## config.mk

```make
export PLATFORM = sky130hd
export DESIGN_NAME = charge_state_sequencer
export DESIGN_NICKNAME = d
export VERILOG_FILES = /design/src/logic/charge_seq_pkg.sv /design/src/logic/charge_state_sequencer.sv /design/src/logic/event_debounce.sv
export VERILOG_INCLUDE_DIRS = /design/src /design/src/logic
export SDC_FILE = /design/constraint.sdc
export NUM_CORES = 1
export LEC_CHECK = 0
export BUFFER_PORTS_ARGS = -buffer_cell sky130_fd_sc_hd__buf_2
export CAP_MARGIN = 20
export CORE_UTILIZATION = 55
export DETAILED_ROUTE_END_ITERATION = 10
export PLACE_DENSITY_LB_ADDON = 0.25
export SLEW_MARGIN = 20
export SYNTH_ARGS = -nofsm -noshare
export SYNTH_HDL_FRONTEND = slang
export SYNTH_SLANG_ARGS = --single-unit
```

## constraint.sdc

```tcl
create_clock -name clk_i -period 3.3 [get_ports clk_i]
set_input_delay 0.495 -clock clk_i [delete_from_list [all_inputs] [get_ports clk_i]]
set_output_delay 0.495 -clock clk_i [all_outputs]
set_load 0.02 [all_outputs]
```

## src/logic/charge_seq_regs.svh

```systemverilog
`ifndef CHARGE_SEQ_REGS_SVH
`define CHARGE_SEQ_REGS_SVH
// Notes on behaviour
// - CV reports ok, code 0x02 after debounce
// - CV to top-off after low current debounce
// - CV over fast-charge limit gives timer fault
// - soft watchdog expiry suspends any charging state
// - top-off only from CV, reports code 0x03
// - top-off duration elapsed moves to done
// - low battery in top-off/done restarts CC
// - done reports code 0x04, ok cleared
// - done gives zero current, recharge from done has no soft-start
// - fast-charge and top-off time limits
// - timer fault: immediate irq, code 0x06
// - mode or input toggle leaves timer fault
// - watchdog disabled after reset
// - soft expiry: suspend, clear write restarts
// - full expiry: all off 150ms, restart
// - overtemperature forces thermal shutdown, code 0x0A
// - thermal shutdown resets mode and O-type registers
// - interrupt source debounce times per source
// - mode 0x05 means buck plus charging
// - CC reports code 0x01 after debounce

// ====================================================
// timing
`define CLK_PERIOD_NS   10
`define SRD_TIME_US     1000
`define TERM_TIME_US    1000
`define SHDN_TIME_MS    150
`define TICK_TIME_MS    1000
`define PQ_TIME_TICKS   8'h1E
`define WD_PERIOD_TICKS 8'h50
`define DB30_TIME_US    30000
`define DB20_TIME_US    20000
`define DB7P5_TIME_NS   7500000
`define DB0P5_TIME_NS   500000
// ====================================================
// register map and reset values
`define ADR_CFG         8'h00
`define ADR_TIMERS      8'h04
`define ADR_WDCLR       8'h08
`define ADR_STATUS      8'h0C
`define ADR_EVENTS      8'h10
`define CFG_RESET       6'h05
`define MODE_DEFAULT    4'h5
`define MODE_CHG_ON     4'h5
`define TIMERS_RESET    16'h1E3C
`define WDCLR_KEY       8'h01
// ====================================================
// detail codes
`define DTL_CC          4'h1
`define DTL_CV          4'h2
`define DTL_TOPOFF      4'h3
`define DTL_DONE        4'h4
`define DTL_TFAULT      4'h6
`define DTL_OFF         4'h8
`define DTL_THERMAL_SHUTDOWN_LIMIT       4'hA
`define DTL_WDSUSP      4'hB
`endif

```

## src/logic/charge_seq_pkg.sv

```systemverilog
package charge_seq_pkg;
   typedef enum logic [2:0] {
      st_idle   = 3'h0,
      st_cc     = 3'h1,
      st_cv     = 3'h3,
      st_topoff = 3'h2,
      st_done   = 3'h6,
      st_tfault = 3'h7,
      st_wdsusp = 3'h5,
      st_thermal_shutdown_limit  = 3'h4
   } charge_state_type;
   typedef struct packed {
      logic       full_shut;
      logic       wd_en;
      logic [3:0] mode;
   } charge_cfg_type;
   typedef struct packed {
      logic [7:0] to_limit;
      logic [7:0] fc_limit;
   } timer_cfg_type;
   typedef struct packed {
      logic tj_over;
      logic chgin_valid;
      logic ichg_low;
      logic vbatt_low;
      logic vbatt_at_reg;
   } sense_type;
endpackage

```

## src/logic/charge_state_sequencer.sv

```systemverilog
// Chosen here: register access over Wishbone and the register addresses.
`timescale 1ns/10ps
`default_nettype none
`include "charge_seq_regs.svh"
module charge_state_sequencer #(
   parameter int unsigned SRD_C  = `SRD_TIME_US*1000/`CLK_PERIOD_NS,
   parameter int unsigned TERM_C = `TERM_TIME_US*1000/`CLK_PERIOD_NS,
   parameter int unsigned SHDN_C = `SHDN_TIME_MS*100000,
   parameter int unsigned TICK_C = `TICK_TIME_MS*100000,
   parameter int unsigned DB30_C = `DB30_TIME_US*1000/`CLK_PERIOD_NS,
   // shorter debounces follow the 30 ms count, so one override scales all
   parameter int unsigned DB20_C = DB30_C*(`DB20_TIME_US/1000)
                                   /(`DB30_TIME_US/1000),
   parameter int unsigned DB7_C  = DB30_C*(`DB7P5_TIME_NS/100000)
                                   /(`DB30_TIME_US/100),
   parameter int unsigned DB0_C  = DB30_C*(`DB0P5_TIME_NS/100000)
                                   /(`DB30_TIME_US/100)
) (
   // clock and reset
   input  wire logic        clk_i,
   input  wire logic        rst_i,
   // wishbone slave
   input  wire logic        cyc_i,
   input  wire logic        stb_i,
   input  wire logic        we_i,
   input  wire logic [7:0]  adr_i,
   input  wire logic [3:0]  sel_i,
   input  wire logic [31:0] dat_i,
   output logic [31:0]      dat_o,
   output logic             ack_o,
   // analog comparators, asynchronous
   input  wire logic        vbatt_at_reg_i,
   input  wire logic        vbatt_low_i,
   input  wire logic        ichg_low_i,
   input  wire logic        chgin_valid_i,
   input  wire logic        tj_over_i,
   input  wire logic [6:0]  irq_raw_i,
   // power stage control
   output logic             charge_en_o,
   output logic             soft_start_en_o,
   output logic             buck_en_o,
   output logic             batt_switch_en_o,
   // charger status
   output logic             charger_ok_flag_o,
   output logic [3:0]       charger_detail_code_o,
   output logic             charger_event_irq_o
);
   localparam logic [23:0] SRD_W  = 24'(SRD_C);
   localparam logic [23:0] TERM_W = 24'(TERM_C);
   localparam logic [23:0] SHDN_W = 24'(SHDN_C);
   localparam logic [31:0] TICK_W = 32'(TICK_C);
   localparam int unsigned RISE_C [7] =
      '{DB30_C, DB7_C, DB30_C, DB7_C, DB20_C, DB30_C, DB0_C};
   localparam int unsigned FALL_C [7] = '{DB30_C, 0, DB30_C, 0, 0, 0, 0};

   function automatic logic [23:0] sat_inc(input logic [23:0] c,
                                           input logic [23:0] lim);
      sat_inc = (c >= lim) ? c : c + 24'h1;
   endfunction

   // ====================================================
   // input synchronisers
   logic [11:0] sync1_r;
   logic [11:0] sync2_r;
   charge_seq_pkg::sense_type sense;

   always_ff @(posedge clk_i) begin
      if (rst_i) begin
         sync1_r <= 12'h000;
         sync2_r <= 12'h000;
      end else begin
         sync1_r <= {irq_raw_i, tj_over_i, chgin_valid_i, ichg_low_i,
                     vbatt_low_i, vbatt_at_reg_i};
         sync2_r <= sync1_r;
      end
   end
   assign sense = charge_seq_pkg::sense_type'(sync2_r[4:0]);

   // ====================================================
   // declarations
   charge_seq_pkg::charge_state_type state_r;
   charge_seq_pkg::charge_state_type state_nxt;
   charge_seq_pkg::charge_cfg_type   cfg_r;
   charge_seq_pkg::timer_cfg_type    tmr_r;
   logic        sys_rst;
   logic        restart_r;
   logic        shut_r;
   logic [23:0] shut_cnt_r;
   logic        ack_r;
   logic [31:0] dat_r;
   logic        req;
   logic        wr;
   logic        wd_clr;
   logic [7:0]  events_r;
   logic [6:0]  db_lvl;
   logic [6:0]  db_evt;
   logic [31:0] tick_cnt_r;
   logic        tick;
   logic [7:0]  wd_cnt_r;
   logic        wd_exp;
   logic        wd_susp;
   logic [23:0] term_cnt_r;
   logic [8:0]  fc_cnt_r;
   logic [8:0]  to_cnt_r;
   logic        fc_over;
   logic        to_done;
   logic        chg_on;
   logic        rearm_r;
   logic [23:0] srd_cnt_r;
   logic        state_chg;
   logic        rep_due;
   logic        ok_r;
   logic [3:0]  detail_r;
   logic        irq_r;
   logic        chg_en_r;
   logic        soft_r;
   logic        buck_r;

   // full shutdown restart acts like power-up
   assign sys_rst = rst_i | restart_r;

   // ====================================================
   // wishbone slave
   assign req = cyc_i & stb_i;
   // write lands on the edge where the master sees ack
   assign wr  = req & we_i & ack_r;
   assign wd_clr = wr && adr_i == `ADR_WDCLR && sel_i[0] &&
                   dat_i[7:0] == `WDCLR_KEY;

   always_ff @(posedge clk_i) begin
      if (sys_rst) begin
         ack_r <= 1'b0;
      end else begin
         ack_r <= req & ~ack_r;
      end
   end

   always_ff @(posedge clk_i) begin
      if (sys_rst) begin
         dat_r <= 32'h0;
      end else if (req & ~ack_r) begin
         unique case (adr_i)
            `ADR_CFG:    dat_r <= {26'h0, cfg_r};
            `ADR_TIMERS: dat_r <= {16'h0, tmr_r};
            `ADR_STATUS: dat_r <= {17'h0, db_lvl, state_r, ok_r, detail_r};
            `ADR_EVENTS: dat_r <= {24'h0, events_r};
            default:     dat_r <= 32'h0;
         endcase
      end
   end
   assign dat_o = dat_r;
   assign ack_o = ack_r;

   // ====================================================
   // configuration registers
   always_ff @(posedge clk_i) begin
      if (sys_rst) begin
         cfg_r <= `CFG_RESET;
      end else if (state_r == charge_seq_pkg::st_thermal_shutdown_limit) begin
         cfg_r.mode <= `MODE_DEFAULT;
      end else if (wr && adr_i == `ADR_CFG && sel_i[0]) begin
         cfg_r <= dat_i[5:0];
      end
   end

   always_ff @(posedge clk_i) begin
      if (sys_rst || state_r == charge_seq_pkg::st_thermal_shutdown_limit) begin
         tmr_r <= `TIMERS_RESET;
      end else if (wr && adr_i == `ADR_TIMERS) begin
         if (sel_i[0]) tmr_r.fc_limit <= dat_i[7:0];
         if (sel_i[1]) tmr_r.to_limit <= dat_i[15:8];
      end
   end

   // sticky event bits, write one to clear; a new event beats the clear
   always_ff @(posedge clk_i) begin
      if (sys_rst) begin
         events_r <= 8'h00;
      end else begin
         events_r <= (events_r & ~((wr && adr_i == `ADR_EVENTS &&
                      sel_i[0]) ? dat_i[7:0] : 8'h00)) | {db_evt, irq_r};
      end
   end

   // ====================================================
   // interrupt source debounce
   for (genvar g = 0; g < 7; g++) begin : g_db
      event_debounce #(
         .RISE_C (RISE_C[g]),
         .FALL_C (FALL_C[g])
      ) u_db (
         .clk_i   (clk_i),
         .rst_i   (sys_rst),
         .level_i (sync2_r[5+g]),
         .level_o (db_lvl[g]),
         .event_o (db_evt[g])
      );
   end

   // ====================================================
   // timebase, watchdog and full shutdown
   assign tick = tick_cnt_r == TICK_W - 32'h1;

   always_ff @(posedge clk_i) begin
      if (sys_rst || tick) tick_cnt_r <= 32'h0;
      else tick_cnt_r <= tick_cnt_r + 32'h1;
   end

   // counting stops once expired, so expiry holds until cleared
   always_ff @(posedge clk_i) begin
      if (sys_rst || !cfg_r.wd_en || wd_clr) begin
         wd_cnt_r <= 8'h00;
      end else if (tick && !wd_exp) begin
         wd_cnt_r <= wd_cnt_r + 8'h01;
      end
   end
   assign wd_exp  = cfg_r.wd_en && wd_cnt_r >= `WD_PERIOD_TICKS;
   assign wd_susp = wd_exp & ~cfg_r.full_shut;

   always_ff @(posedge clk_i) begin
      if (rst_i) begin
         shut_r     <= 1'b0;
         shut_cnt_r <= 24'h0;
         restart_r  <= 1'b0;
      end else begin
         restart_r <= shut_r && shut_cnt_r == SHDN_W - 24'h1;
         if (restart_r) begin
            shut_r <= 1'b0;
         end else if (wd_exp && cfg_r.full_shut && !shut_r) begin
            shut_r     <= 1'b1;
            shut_cnt_r <= 24'h0;
         end else if (shut_r) begin
            shut_cnt_r <= sat_inc(shut_cnt_r, SHDN_W);
         end
      end
   end

   // ====================================================
   // charge timers
   always_ff @(posedge clk_i) begin
      if (sys_rst || !(state_r inside {charge_seq_pkg::st_cv})
                  || !sense.ichg_low) begin
         term_cnt_r <= 24'h0;
      end else begin
         term_cnt_r <= sat_inc(term_cnt_r, TERM_W);
      end
   end

   // one budget spans CC and CV together
   always_ff @(posedge clk_i) begin
      if (sys_rst || !(state_r inside {charge_seq_pkg::st_cc,
                                       charge_seq_pkg::st_cv})) begin
         fc_cnt_r <= 9'h000;
      end else if (tick && fc_cnt_r != 9'h1FF) begin
         fc_cnt_r <= fc_cnt_r + 9'h001;
      end
   end

   always_ff @(posedge clk_i) begin
      if (sys_rst || state_r != charge_seq_pkg::st_topoff) begin
         to_cnt_r <= 9'h000;
      end else if (tick && to_cnt_r != 9'h1FF) begin
         to_cnt_r <= to_cnt_r + 9'h001;
      end
   end
   assign fc_over = fc_cnt_r > {1'b0, tmr_r.fc_limit};
   assign to_done = to_cnt_r >= {1'b0, tmr_r.to_limit};
   assign chg_on  = cfg_r.mode == `MODE_CHG_ON && sense.chgin_valid;

   // fault returns to idle only after the charger was seen off once
   always_ff @(posedge clk_i) begin
      if (sys_rst || state_r != charge_seq_pkg::st_tfault) rearm_r <= 1'b0;
      else if (!chg_on) rearm_r <= 1'b1;
   end

   // ====================================================
   // state machine
   always_comb begin
      state_nxt = state_r;
      if (sense.tj_over) begin
         state_nxt = charge_seq_pkg::st_thermal_shutdown_limit;
      end else begin
         unique case (state_r)
            charge_seq_pkg::st_idle:
               if (chg_on) state_nxt = charge_seq_pkg::st_cc;
            charge_seq_pkg::st_cc:
               if (wd_susp) state_nxt = charge_seq_pkg::st_wdsusp;
               else if (!chg_on) state_nxt = charge_seq_pkg::st_idle;
               else if (fc_over) state_nxt = charge_seq_pkg::st_tfault;
               else if (sense.vbatt_at_reg)
                  state_nxt = charge_seq_pkg::st_cv;
            charge_seq_pkg::st_cv:
               if (wd_susp) state_nxt = charge_seq_pkg::st_wdsusp;
               else if (!chg_on) state_nxt = charge_seq_pkg::st_idle;
               else if (fc_over)
                  state_nxt = charge_seq_pkg::st_tfault;
               else if (term_cnt_r >= TERM_W)
                  state_nxt = charge_seq_pkg::st_topoff;
            charge_seq_pkg::st_topoff:
               if (wd_susp) state_nxt = charge_seq_pkg::st_wdsusp;
               else if (!chg_on) state_nxt = charge_seq_pkg::st_idle;
               else if (sense.vbatt_low)
                  state_nxt = charge_seq_pkg::st_cc;
               else if (to_done)
                  state_nxt = charge_seq_pkg::st_done;
            charge_seq_pkg::st_done:
               if (wd_susp) state_nxt = charge_seq_pkg::st_wdsusp;
               else if (!chg_on) state_nxt = charge_seq_pkg::st_idle;
               else if (sense.vbatt_low)
                  state_nxt = charge_seq_pkg::st_cc;
            charge_seq_pkg::st_tfault:
               if (wd_susp) state_nxt = charge_seq_pkg::st_wdsusp;
               else if (rearm_r && chg_on)
                  state_nxt = charge_seq_pkg::st_idle;
            charge_seq_pkg::st_wdsusp:
               if (!wd_exp) state_nxt = charge_seq_pkg::st_idle;
            charge_seq_pkg::st_thermal_shutdown_limit:
               state_nxt = charge_seq_pkg::st_idle;
         endcase
      end
   end

   always_ff @(posedge clk_i) begin
      if (sys_rst) state_r <= charge_seq_pkg::st_idle;
      else state_r <= state_nxt;
   end

   // ====================================================
   // status reporting
   assign state_chg = state_nxt != state_r;
   assign rep_due   = !state_chg && srd_cnt_r == SRD_W - 24'h1;

   always_ff @(posedge clk_i) begin
      if (sys_rst || state_chg) srd_cnt_r <= 24'h0;
      else srd_cnt_r <= sat_inc(srd_cnt_r, SRD_W);
   end

   // fault states and idle report at entry, others once the state has settled
   always_ff @(posedge clk_i) begin
      if (sys_rst) begin
         ok_r     <= 1'b0;
         detail_r <= `DTL_OFF;
         irq_r    <= 1'b0;
      end else if (state_chg) begin
         irq_r <= 1'b0;
         if (state_nxt == charge_seq_pkg::st_tfault) begin
            irq_r    <= 1'b1;
            ok_r     <= 1'b0;
            detail_r <= `DTL_TFAULT;
         end else if (state_nxt == charge_seq_pkg::st_wdsusp) begin
            irq_r    <= ok_r;
            ok_r     <= 1'b0;
            detail_r <= `DTL_WDSUSP;
         end else if (state_nxt == charge_seq_pkg::st_thermal_shutdown_limit) begin
            irq_r    <= ok_r;
            ok_r     <= 1'b0;
            detail_r <= `DTL_THERMAL_SHUTDOWN_LIMIT;
         end else if (state_nxt == charge_seq_pkg::st_idle) begin
            detail_r <= `DTL_OFF;
         end
      end else if (rep_due && state_r inside {charge_seq_pkg::st_cc,
                   charge_seq_pkg::st_cv, charge_seq_pkg::st_topoff}) begin
         irq_r <= ~ok_r;
         ok_r  <= 1'b1;
         if (state_r == charge_seq_pkg::st_cc)
            detail_r <= `DTL_CC;
         else if (state_r == charge_seq_pkg::st_cv)
            detail_r <= `DTL_CV;
         else
            detail_r <= `DTL_TOPOFF;
      end else if (rep_due && state_r == charge_seq_pkg::st_done) begin
         irq_r    <= ~ok_r;
         ok_r     <= 1'b0;
         detail_r <= `DTL_DONE;
      end else begin
         irq_r <= 1'b0;
      end
   end
   assign charger_ok_flag_o     = ok_r;
   assign charger_detail_code_o = detail_r;
   assign charger_event_irq_o   = irq_r;

   // ====================================================
   // power stage outputs
   always_ff @(posedge clk_i) begin
      if (sys_rst) begin
         chg_en_r <= 1'b0;
         soft_r   <= 1'b0;
         buck_r   <= 1'b0;
      end else begin
         chg_en_r <= !shut_r && !(wd_exp && cfg_r.full_shut) &&
                     state_nxt inside {charge_seq_pkg::st_cc,
                     charge_seq_pkg::st_cv, charge_seq_pkg::st_topoff};
         if (state_chg && state_nxt == charge_seq_pkg::st_cc)
            soft_r <= state_r == charge_seq_pkg::st_idle;
         buck_r <= !shut_r && !(wd_exp && cfg_r.full_shut);
      end
   end
   assign charge_en_o      = chg_en_r;
   assign soft_start_en_o  = soft_r;
   assign buck_en_o        = buck_r;
   assign batt_switch_en_o = buck_r;

   // ====================================================
   // checks
   a_cv_report: assert property (@(posedge clk_i) disable iff (sys_rst)
      rep_due && state_r == charge_seq_pkg::st_cv |=>
         ok_r && detail_r == `DTL_CV && irq_r == !$past(ok_r))
      else $error("cv status wrong");
   a_topoff_entry: assert property (@(posedge clk_i) disable iff (sys_rst)
      state_r == charge_seq_pkg::st_topoff && $changed(state_r) |->
         $past(state_r) == charge_seq_pkg::st_cv)
      else $error("top-off entered from wrong state");
   a_fault_report: assert property (@(posedge clk_i) disable iff (sys_rst)
      state_r == charge_seq_pkg::st_tfault && $changed(state_r) |->
         irq_r && !ok_r && detail_r == `DTL_TFAULT)
      else $error("timer fault status wrong");
   a_done_no_current: assert property (@(posedge clk_i) disable iff (sys_rst)
      state_r == charge_seq_pkg::st_done |-> !charge_en_o)
      else $error("current in done");
   a_done_report: assert property (@(posedge clk_i) disable iff (sys_rst)
      rep_due && state_r == charge_seq_pkg::st_done |=>
         !ok_r && detail_r == `DTL_DONE)
      else $error("done status wrong");
   a_wd_reset_off: assert property (@(posedge clk_i)
      $past(rst_i) |-> !cfg_r.wd_en)
      else $error("watchdog enabled after reset");
   a_wd_suspend: assert property (@(posedge clk_i) disable iff (sys_rst)
      wd_susp && !sense.tj_over && state_r inside {charge_seq_pkg::st_cc,
         charge_seq_pkg::st_cv, charge_seq_pkg::st_topoff,
         charge_seq_pkg::st_done} |=>
         state_r == charge_seq_pkg::st_wdsusp ##1 !charge_en_o)
      else $error("watchdog expiry ignored");
   a_thermal_entry: assert property (@(posedge clk_i) disable iff (sys_rst)
      sense.tj_over |=> state_r == charge_seq_pkg::st_thermal_shutdown_limit ##1
         cfg_r.mode == `MODE_DEFAULT)
      else $error("thermal shutdown missed");
   a_full_shut_off: assert property (@(posedge clk_i) disable iff (rst_i)
      shut_r |=> !buck_en_o && !batt_switch_en_o && !charge_en_o)
      else $error("power on during shutdown");
   a_status_hold: assert property (@(posedge clk_i) disable iff (sys_rst)
      state_chg && state_nxt == charge_seq_pkg::st_cv |=> $stable(ok_r))
      else $error("status changed before debounce");

   c_cv_topoff: cover property (@(posedge clk_i)
      state_r == charge_seq_pkg::st_cv ##1
      state_r == charge_seq_pkg::st_topoff);
   c_done_recharge: cover property (@(posedge clk_i)
      state_r == charge_seq_pkg::st_done ##1 state_r == charge_seq_pkg::st_cc);
   c_timer_fault: cover property (@(posedge clk_i)
      state_r == charge_seq_pkg::st_tfault);
   c_wd_suspend: cover property (@(posedge clk_i)
      state_r == charge_seq_pkg::st_wdsusp);
endmodule
`default_nettype wire

```

## src/logic/event_debounce.sv

```systemverilog
`timescale 1ns/10ps
`default_nettype none
module event_debounce #(
   parameter int unsigned RISE_C = 1,
   parameter int unsigned FALL_C = 0
) (
   // clock and reset
   input  wire logic clk_i,
   input  wire logic rst_i,
   // filtered source
   input  wire logic level_i,
   output logic      level_o,
   output logic      event_o
);
   localparam logic [23:0] RISE_W = 24'(RISE_C);
   localparam logic [23:0] FALL_W = 24'(FALL_C);
   logic [23:0] cnt_r;
   logic [23:0] need;

   // a zero count passes that edge through at once
   assign need = level_i ? RISE_W : FALL_W;

   always_ff @(posedge clk_i) begin
      if (rst_i) begin
         cnt_r   <= 24'h0;
         level_o <= 1'b0;
         event_o <= 1'b0;
      end else if (level_i == level_o) begin
         cnt_r   <= 24'h0;
         event_o <= 1'b0;
      end else if (cnt_r + 24'h1 >= need) begin
         cnt_r   <= 24'h0;
         level_o <= level_i;
         event_o <= 1'b1;
      end else begin
         cnt_r   <= cnt_r + 24'h1;
         event_o <= 1'b0;
      end
   end
endmodule
`default_nettype wire

```

After elaboration in Yosys (flattened, before gate mapping) --
Index checks and enable logic that the tools add are counted.
Word-level totals: register bits 414, input port bits 61, word-level logic and storage cells 270
Operators by class: magnitude comparators 13, bitwise logic cells 21, add/subtract/negate cells 14, equality and inequality tests 37, mux-type cells 59, reductions and logical operators 78
Operators with widths (count):
- 24-bit by 1-bit adder with 24-bit output, second input constant | 10
- 24-bit >= comparator | 5
- 24-bit two-way mux | 3
- 16-bit one-hot mux with 4 select lines | 1
- 3-bit two-way mux | 20
- 24-bit by 17-bit >= comparator with 1-bit output, second input constant | 2
- 24-bit by 22-bit >= comparator with 1-bit output, second input constant | 2
- 20-bit two-way mux | 2
- 32-bit by 1-bit adder with 32-bit output, second input constant | 1
- 32-bit by 27-bit == test with 1-bit output, second input constant | 1
- 4-bit two-way mux | 7
- 24-bit by 17-bit == test with 1-bit output, second input constant | 1
- 24-bit == test, second input constant | 1
- 24-bit >= comparator, second input constant | 1
- 3-bit one-hot mux with 8 select lines | 1
- 2-bit AND reduction | 12
- 1-bit logical AND | 23
- 22-bit two-way mux | 1
- 3-bit == test, second input constant | 7
- 21-bit two-way mux | 1
- 3-bit OR reduction | 7
- 1-bit two-way mux | 20
- 9-bit by 1-bit adder with 9-bit output, second input constant | 2
- 9-bit != test, second input constant | 2
- other kinds (35) | 89

Logic depth before layout (Yosys ltp) --
depth in word-level cells 14, gate-level depth with buffers 14, gate-level depth less buffers 12

Hierarchy --
From an unflattened synthesis, not the netlist that was laid out.
Unflattened totals: cell total of the unflattened synthesis 2305, area, all modules 20271.9 um2
By module, submodules not included:
- charge_state_sequencer | area an instance 9839.4 um2, cells an instance 1144, seq. area each 4324.1 um2, instances 1
- event_debounce (g_db[0].u_db ...) | area an instance 1451.4 um2, cells an instance 173, seq. area each 520.5 um2, instances 2
- event_debounce (g_db[1].u_db ...) | area an instance 1442.6 um2, cells an instance 160, seq. area each 520.5 um2, instances 2
- event_debounce (g_db[4].u_db) | area an instance 1667.8 um2, cells an instance 170, seq. area each 520.5 um2, instances 1
- event_debounce (g_db[5].u_db) | area an instance 1569.0 um2, cells an instance 171, seq. area each 520.5 um2, instances 1
- event_debounce (g_db[6].u_db) | area an instance 1407.6 um2, cells an instance 154, seq. area each 520.5 um2, instances 1

Worst setup path before layout --
Ideal clock, no wire load.
path kind register to register, start point register g_db[6].u_db.cnt_r[3], end point register g_db[6].u_db.cnt_r[15], setup time 66 ps, cell stages (with the launch flop) 13, required time 3234 ps, arrival 3141 ps, path slack 93 ps, cell sequence dfxtp_1 -> clkbuf_1 -> nand4_1 -> nor3_1 -> nand3_1 -> xnor2_1 -> ha_1 -> a211oi_1 -> o211ai_1 -> nor3_1 -> nand3_1 -> clkbuf_1 -> nor2b_1
On the way: word-level cells in the longest chain between the ends 3
RTL lines:
- start, declared | RTL line event_debounce.sv:17 | logic [23:0] cnt_r;
- start signal, assigned | RTL line event_debounce.sv:36 | cnt_r <= cnt_r + 24'h1;
- 24-bit by 1-bit adder with 24-bit output * | RTL line event_debounce.sv:31, event_debounce.sv:36
- 24-bit >= comparator | RTL line event_debounce.sv:31 | end else if (cnt_r + 24'h1 >= need) begin
- 3-bit OR reduction (no source line)
Mark *: on every way between the ends. The rest lies on a longest branch, timed or not. A chain may end at the register's enable or synchronous reset.

Worst setup path after layout --
start point register fc_cnt_r[2], end point register irq_r (netlist: charger_event_irq_o)
On the way: word-level cells in the longest chain between the ends 13, elaborated cells between the ends (all ways) 23
RTL lines:
- start, declared | RTL line charge_state_sequencer.sv:103 | logic [8:0] fc_cnt_r;
- start signal, assigned | RTL line charge_state_sequencer.sv:255 | fc_cnt_r <= fc_cnt_r + 9'h001;
- 9-bit by 8-bit > comparator with 1-bit output * | RTL line charge_state_sequencer.sv:266 | assign fc_over = fc_cnt_r > {1'b0, tmr_r.fc_limit};
- 3-bit two-way mux, on equally long branches | RTL line charge_state_sequencer.sv:295, charge_state_sequencer.sv:289
- 3-bit two-way mux, on equally long branches | RTL line charge_state_sequencer.sv:294, charge_state_sequencer.sv:288
- 3-bit two-way mux, on equally long branches | RTL line charge_state_sequencer.sv:293, charge_state_sequencer.sv:287
- 3-bit one-hot mux with 8 select lines * | RTL line charge_state_sequencer.sv:283 | unique case (state_r)
- 3-bit two-way mux * | RTL line charge_state_sequencer.sv:280 | if (sense.tj_over) begin
- 3-bit != test | RTL line charge_state_sequencer.sv:330 | assign state_chg = state_nxt != state_r;
- 1-bit zero test | RTL line charge_state_sequencer.sv:331 | assign rep_due = !state_chg && srd_cnt_r == SRD_W - 24'h1;
- 1-bit logical AND | RTL line charge_state_sequencer.sv:331
- 1-bit logical AND | RTL line charge_state_sequencer.sv:371 | end else if (rep_due && state_r == charge_seq_pkg::st_done) begin
- 1-bit two-way mux | RTL line charge_state_sequencer.sv:371
- 1-bit two-way mux | RTL line charge_state_sequencer.sv:361 | end else if (rep_due && state_r inside {charge_seq_pkg::st_cc,
- 1-bit two-way mux * | RTL line charge_state_sequencer.sv:344 | end else if (state_chg) begin
- end signal, assigned | RTL line charge_state_sequencer.sv:351 | irq_r <= ok_r;
- end signal, assigned | RTL line charge_state_sequencer.sv:363 | irq_r <= ~ok_r;
- end signal, assigned | RTL line charge_state_sequencer.sv:372 | irq_r <= ~ok_r;
- end, declared | RTL line charge_state_sequencer.sv:114 | logic irq_r;
Marked as above.

==> results_dict.tcl <==
set metrics [dict create \
    crit_fanout 6 \
    fin_skew_ps 16.33 \
    dr.max_layer_used "met4" \
    synth-edff-count 0 \
    hold_slack_ps 152.8 \
    cpPeakStageDelay_ps 430 \
    layout_common_cells "391 x dfxtp_1, 347 x nor2_1, 163 x nand2_1" \
    critical_path_class "flip-flop to flip-flop" \
    combPwrFrac 0.033 \
    drt-initial-drc-count 964 \
    hpwl_mm 28.84 \
    crit_path_start_kind "flip-flop" \
    seq_power_share 0.484 \
    arrival_ps 3570 \
    wire_per_inst_um 14.48 \
    area_growth_pct 14.18 \
    post-route-period-util 0.9441 \
    regArea_sq_um 7976 \
    grt_pass1_vias 14650 \
    netlist_area_sq_um 18970 \
    cpMostUsedCell "a21oi_1" \
    met1Wirelength_mm 18.30 \
    vias 15470 \
    place_congestion 0.8891 \
    crit_chain "ha_1 -> a211o_1 -> a221o_1 -> a21oi_1 -> nor3_1 -> o31ai_1 -> a211oi_2 -> a211oi_1 -> o21ai_0 -> a21oi_1" \
    yosysWarnings 0 \
    fp.dieH_um 187.7 \
    pin_count 104 \
    layout_commonest_cell "dfxtp_1" \
    antennaDiodeCount 0 \
    r2r_cells 10 \
    path_clk_slew_ps 60 \
    grt_pass1_wl_mm 68.91 \
    cts_max_level 2 \
    worstMarginPinSlew_ps 727.8 \
    power_density_nw_per_um2 467.6 \
    relSlewSlack 0.5126 \
    drc 0 \
    hold_path_class "input pin to flip-flop" \
    io_buffers 69 \
    fin_nets 2476 \
    p_int_w 0.007960 \
    cp.required_ps 3760 \
    fp-row-count 67 \
    multi_input_area_sq_um 10590 \
    yosysSeqAreaShare 0.4201 \
    synth.avg_cell_area_sq_um 8.602 \
    wl_met2_mm 18.99 \
    antenna_found_initial 0 \
    power_switching_w 0.002165 \
    setup_tns_ps 0 \
    r2r_slack_ps 180 \
    hold_viol 0 \
    leakagePower_nw 8.286 \
    clock-sinks 398 \
    min_path_cells 2 \
    worst_path_max_delay_cell "dfxtp_1" \
    cts_buffers 43 \
    synth-async-reset-ratio 0 \
    synth.distinct_cells 74 \
    die_area_sq_um 35240 \
    fmax_ghz 0.3210 \
    setup_violations 0 \
    min_period_ps 3115 \
    core-area_sq_um 33700 \
    wl_met3_mm 2.214 \
    status "complete, no violations" \
    drv_slew 0 \
    cts.path.max_buffers 3 \
    viasPerCell 5.509 \
    grt_usage 0.2319 \
    ir_drop_mv 0.4275 \
    final_antenna_net_count 0 \
    cts_root_buf "clkbuf_16" \
    synthFlopType "dfxtp_1" \
    netlist_instances 2205 \
    switching_share 0.2139 \
    grt_start_max_net_pins 31 \
    layout-drive-gt1-share 0.1046 \
    p_clk_frac 0.483 \
    clkLatencyLatePin_ps 550 \
    fill_cells 2857 \
    drv_cap 0 \
    cts_tree "done" \
    start_util 0.5629 \
    ys_ff_latch 398 \
    die-width_um 187.7 \
    routed_wl_mm 40.67 \
    endpoint_kind "flip-flop" \
    drtPass1Iterations 7 \
    overflow 0 \
]
## flip-flops by register name, summed over array words and instances, names as in the netlist, 4 cells and up
name and cells:
term_cnt_r 24, charger_detail_code_o 4, tmr_r 16, shut_cnt_r 24, dat_o 16, srd_cnt_r 24, sync1_r 12, events_r 8
cfg_r 6, fc_cnt_r 9, to_cnt_r 9, tick_cnt_r 32, wd_cnt_r 8, sync2_r 12, g_db.u_db.cnt_r 168, g_db.u_db.event_o 7
g_db.u_db.level_o 7
## metal layers
metal  global-route usage  vias up
met3              0.03743       80
met2               0.3879      324
met4              0.08693        0
met1               0.3001     7223
met5                    0        -
li1                     -     7847
## path summary, 6_finish.rpt
| kind | start | to |
|---|---|---|
| min | irq_raw_i[5] | sync1_r[10] |
| max | fc_cnt_r[2] | charger_event_irq_o |
| max reg2reg | fc_cnt_r[2] | charger_event_irq_o |
| min reg2reg | sync1_r[6] | sync2_r[6] |
## critical path: cells and delay by family (launching register included)
kind / cells / cell delay (ps)
flops: 1 / 430
simple gates: 1 / 150
compound gates: 8 / 2170
fa+ha+maj: 1 / 280
## power groups by stage
stage	Combinational, W	Clock [W]	Sequential [W]
floorplan	0.000217	0	0.00500
global placement	0.000310	0	0.00500
detailed placement	0.000318	0	0.00501
CTS	0.000321	0.00502	0.00490
global route	0.000367	0.00522	0.00490
finish	0.000330	0.00490	0.00490
## synth_stat cells, types with 42 or more instances
master | n | area (sq um)
nand2_1 | 165 | 619.3
nand3_1 | 140 | 700.7
xnor2_1 | 109 | 954.7
ha_1 | 86 | 1076
a21oi_1 | 67 | 335.3
inv_1 | 70 | 262.8
nor3_1 | 42 | 210.2
clkbuf_1 | 63 | 236.5
o21ai_0 | 51 | 255.2
nor2_1 | 349 | 1310
dfxtp_1 | 398 | 7968
xor2_1 | 132 | 1156
and3_1 | 68 | 425.4
nand4_1 | 64 | 400.4
nor2b_1 | 58 | 362.9
## final cells by class
class / count / area share
multi-input cells: 1689 / 0.4892
clock inverters: 17 / 0.008955
clock buffers: 60 / 0.05829
flip-flops and latches: 398 / 0.3683
well taps: 448 / 0.02588
inverters: 70 / 0.01213
repair buffers: 127 / 0.03726
## logic make-up after synthesis
logic type	Yosys count	share of synthesized area
and+or+nand+nor	1035	0.2711
adders and majority gates	86	0.05673
muxes	31	0.01656
xor gates and xnor gates	241	0.1113
AOI/OAI and AO/OA	255	0.08905
DFF	398	0.4201
buffers and inverters	158	0.03503
other	1	0.0001977
## what timing repair did
action	in CTS	in global routing
endpoints found under the setup margin	20	119
hold buffers	0	0
gates cloned	0	1
setup buffers	0	2
pin swaps	0	5
resized for setup	3	28
## through the flow
stage | power, W | utilization | instance area [sq um] | cells | worst slack, ps
2_1_floorplan | 0.005216 | - | 19120 | 2245 | 93.03
3_3_place_gp | 0.005314 | 0.5955 | 20070 | 2729 | 105.1
3_5_place_dp | 0.005323 | 0.5955 | 20070 | 2729 | 26.89
5_1_grt | 0.01049 | 0.6426 | 21660 | 2809 | -10.56
4_1_cts | 0.01024 | 0.6389 | 21530 | 2806 | 18.92
6_report | 0.01013 | 0.6426 | 21660 | 2809 | 184.5
Power figures use the tool's default switching activity.
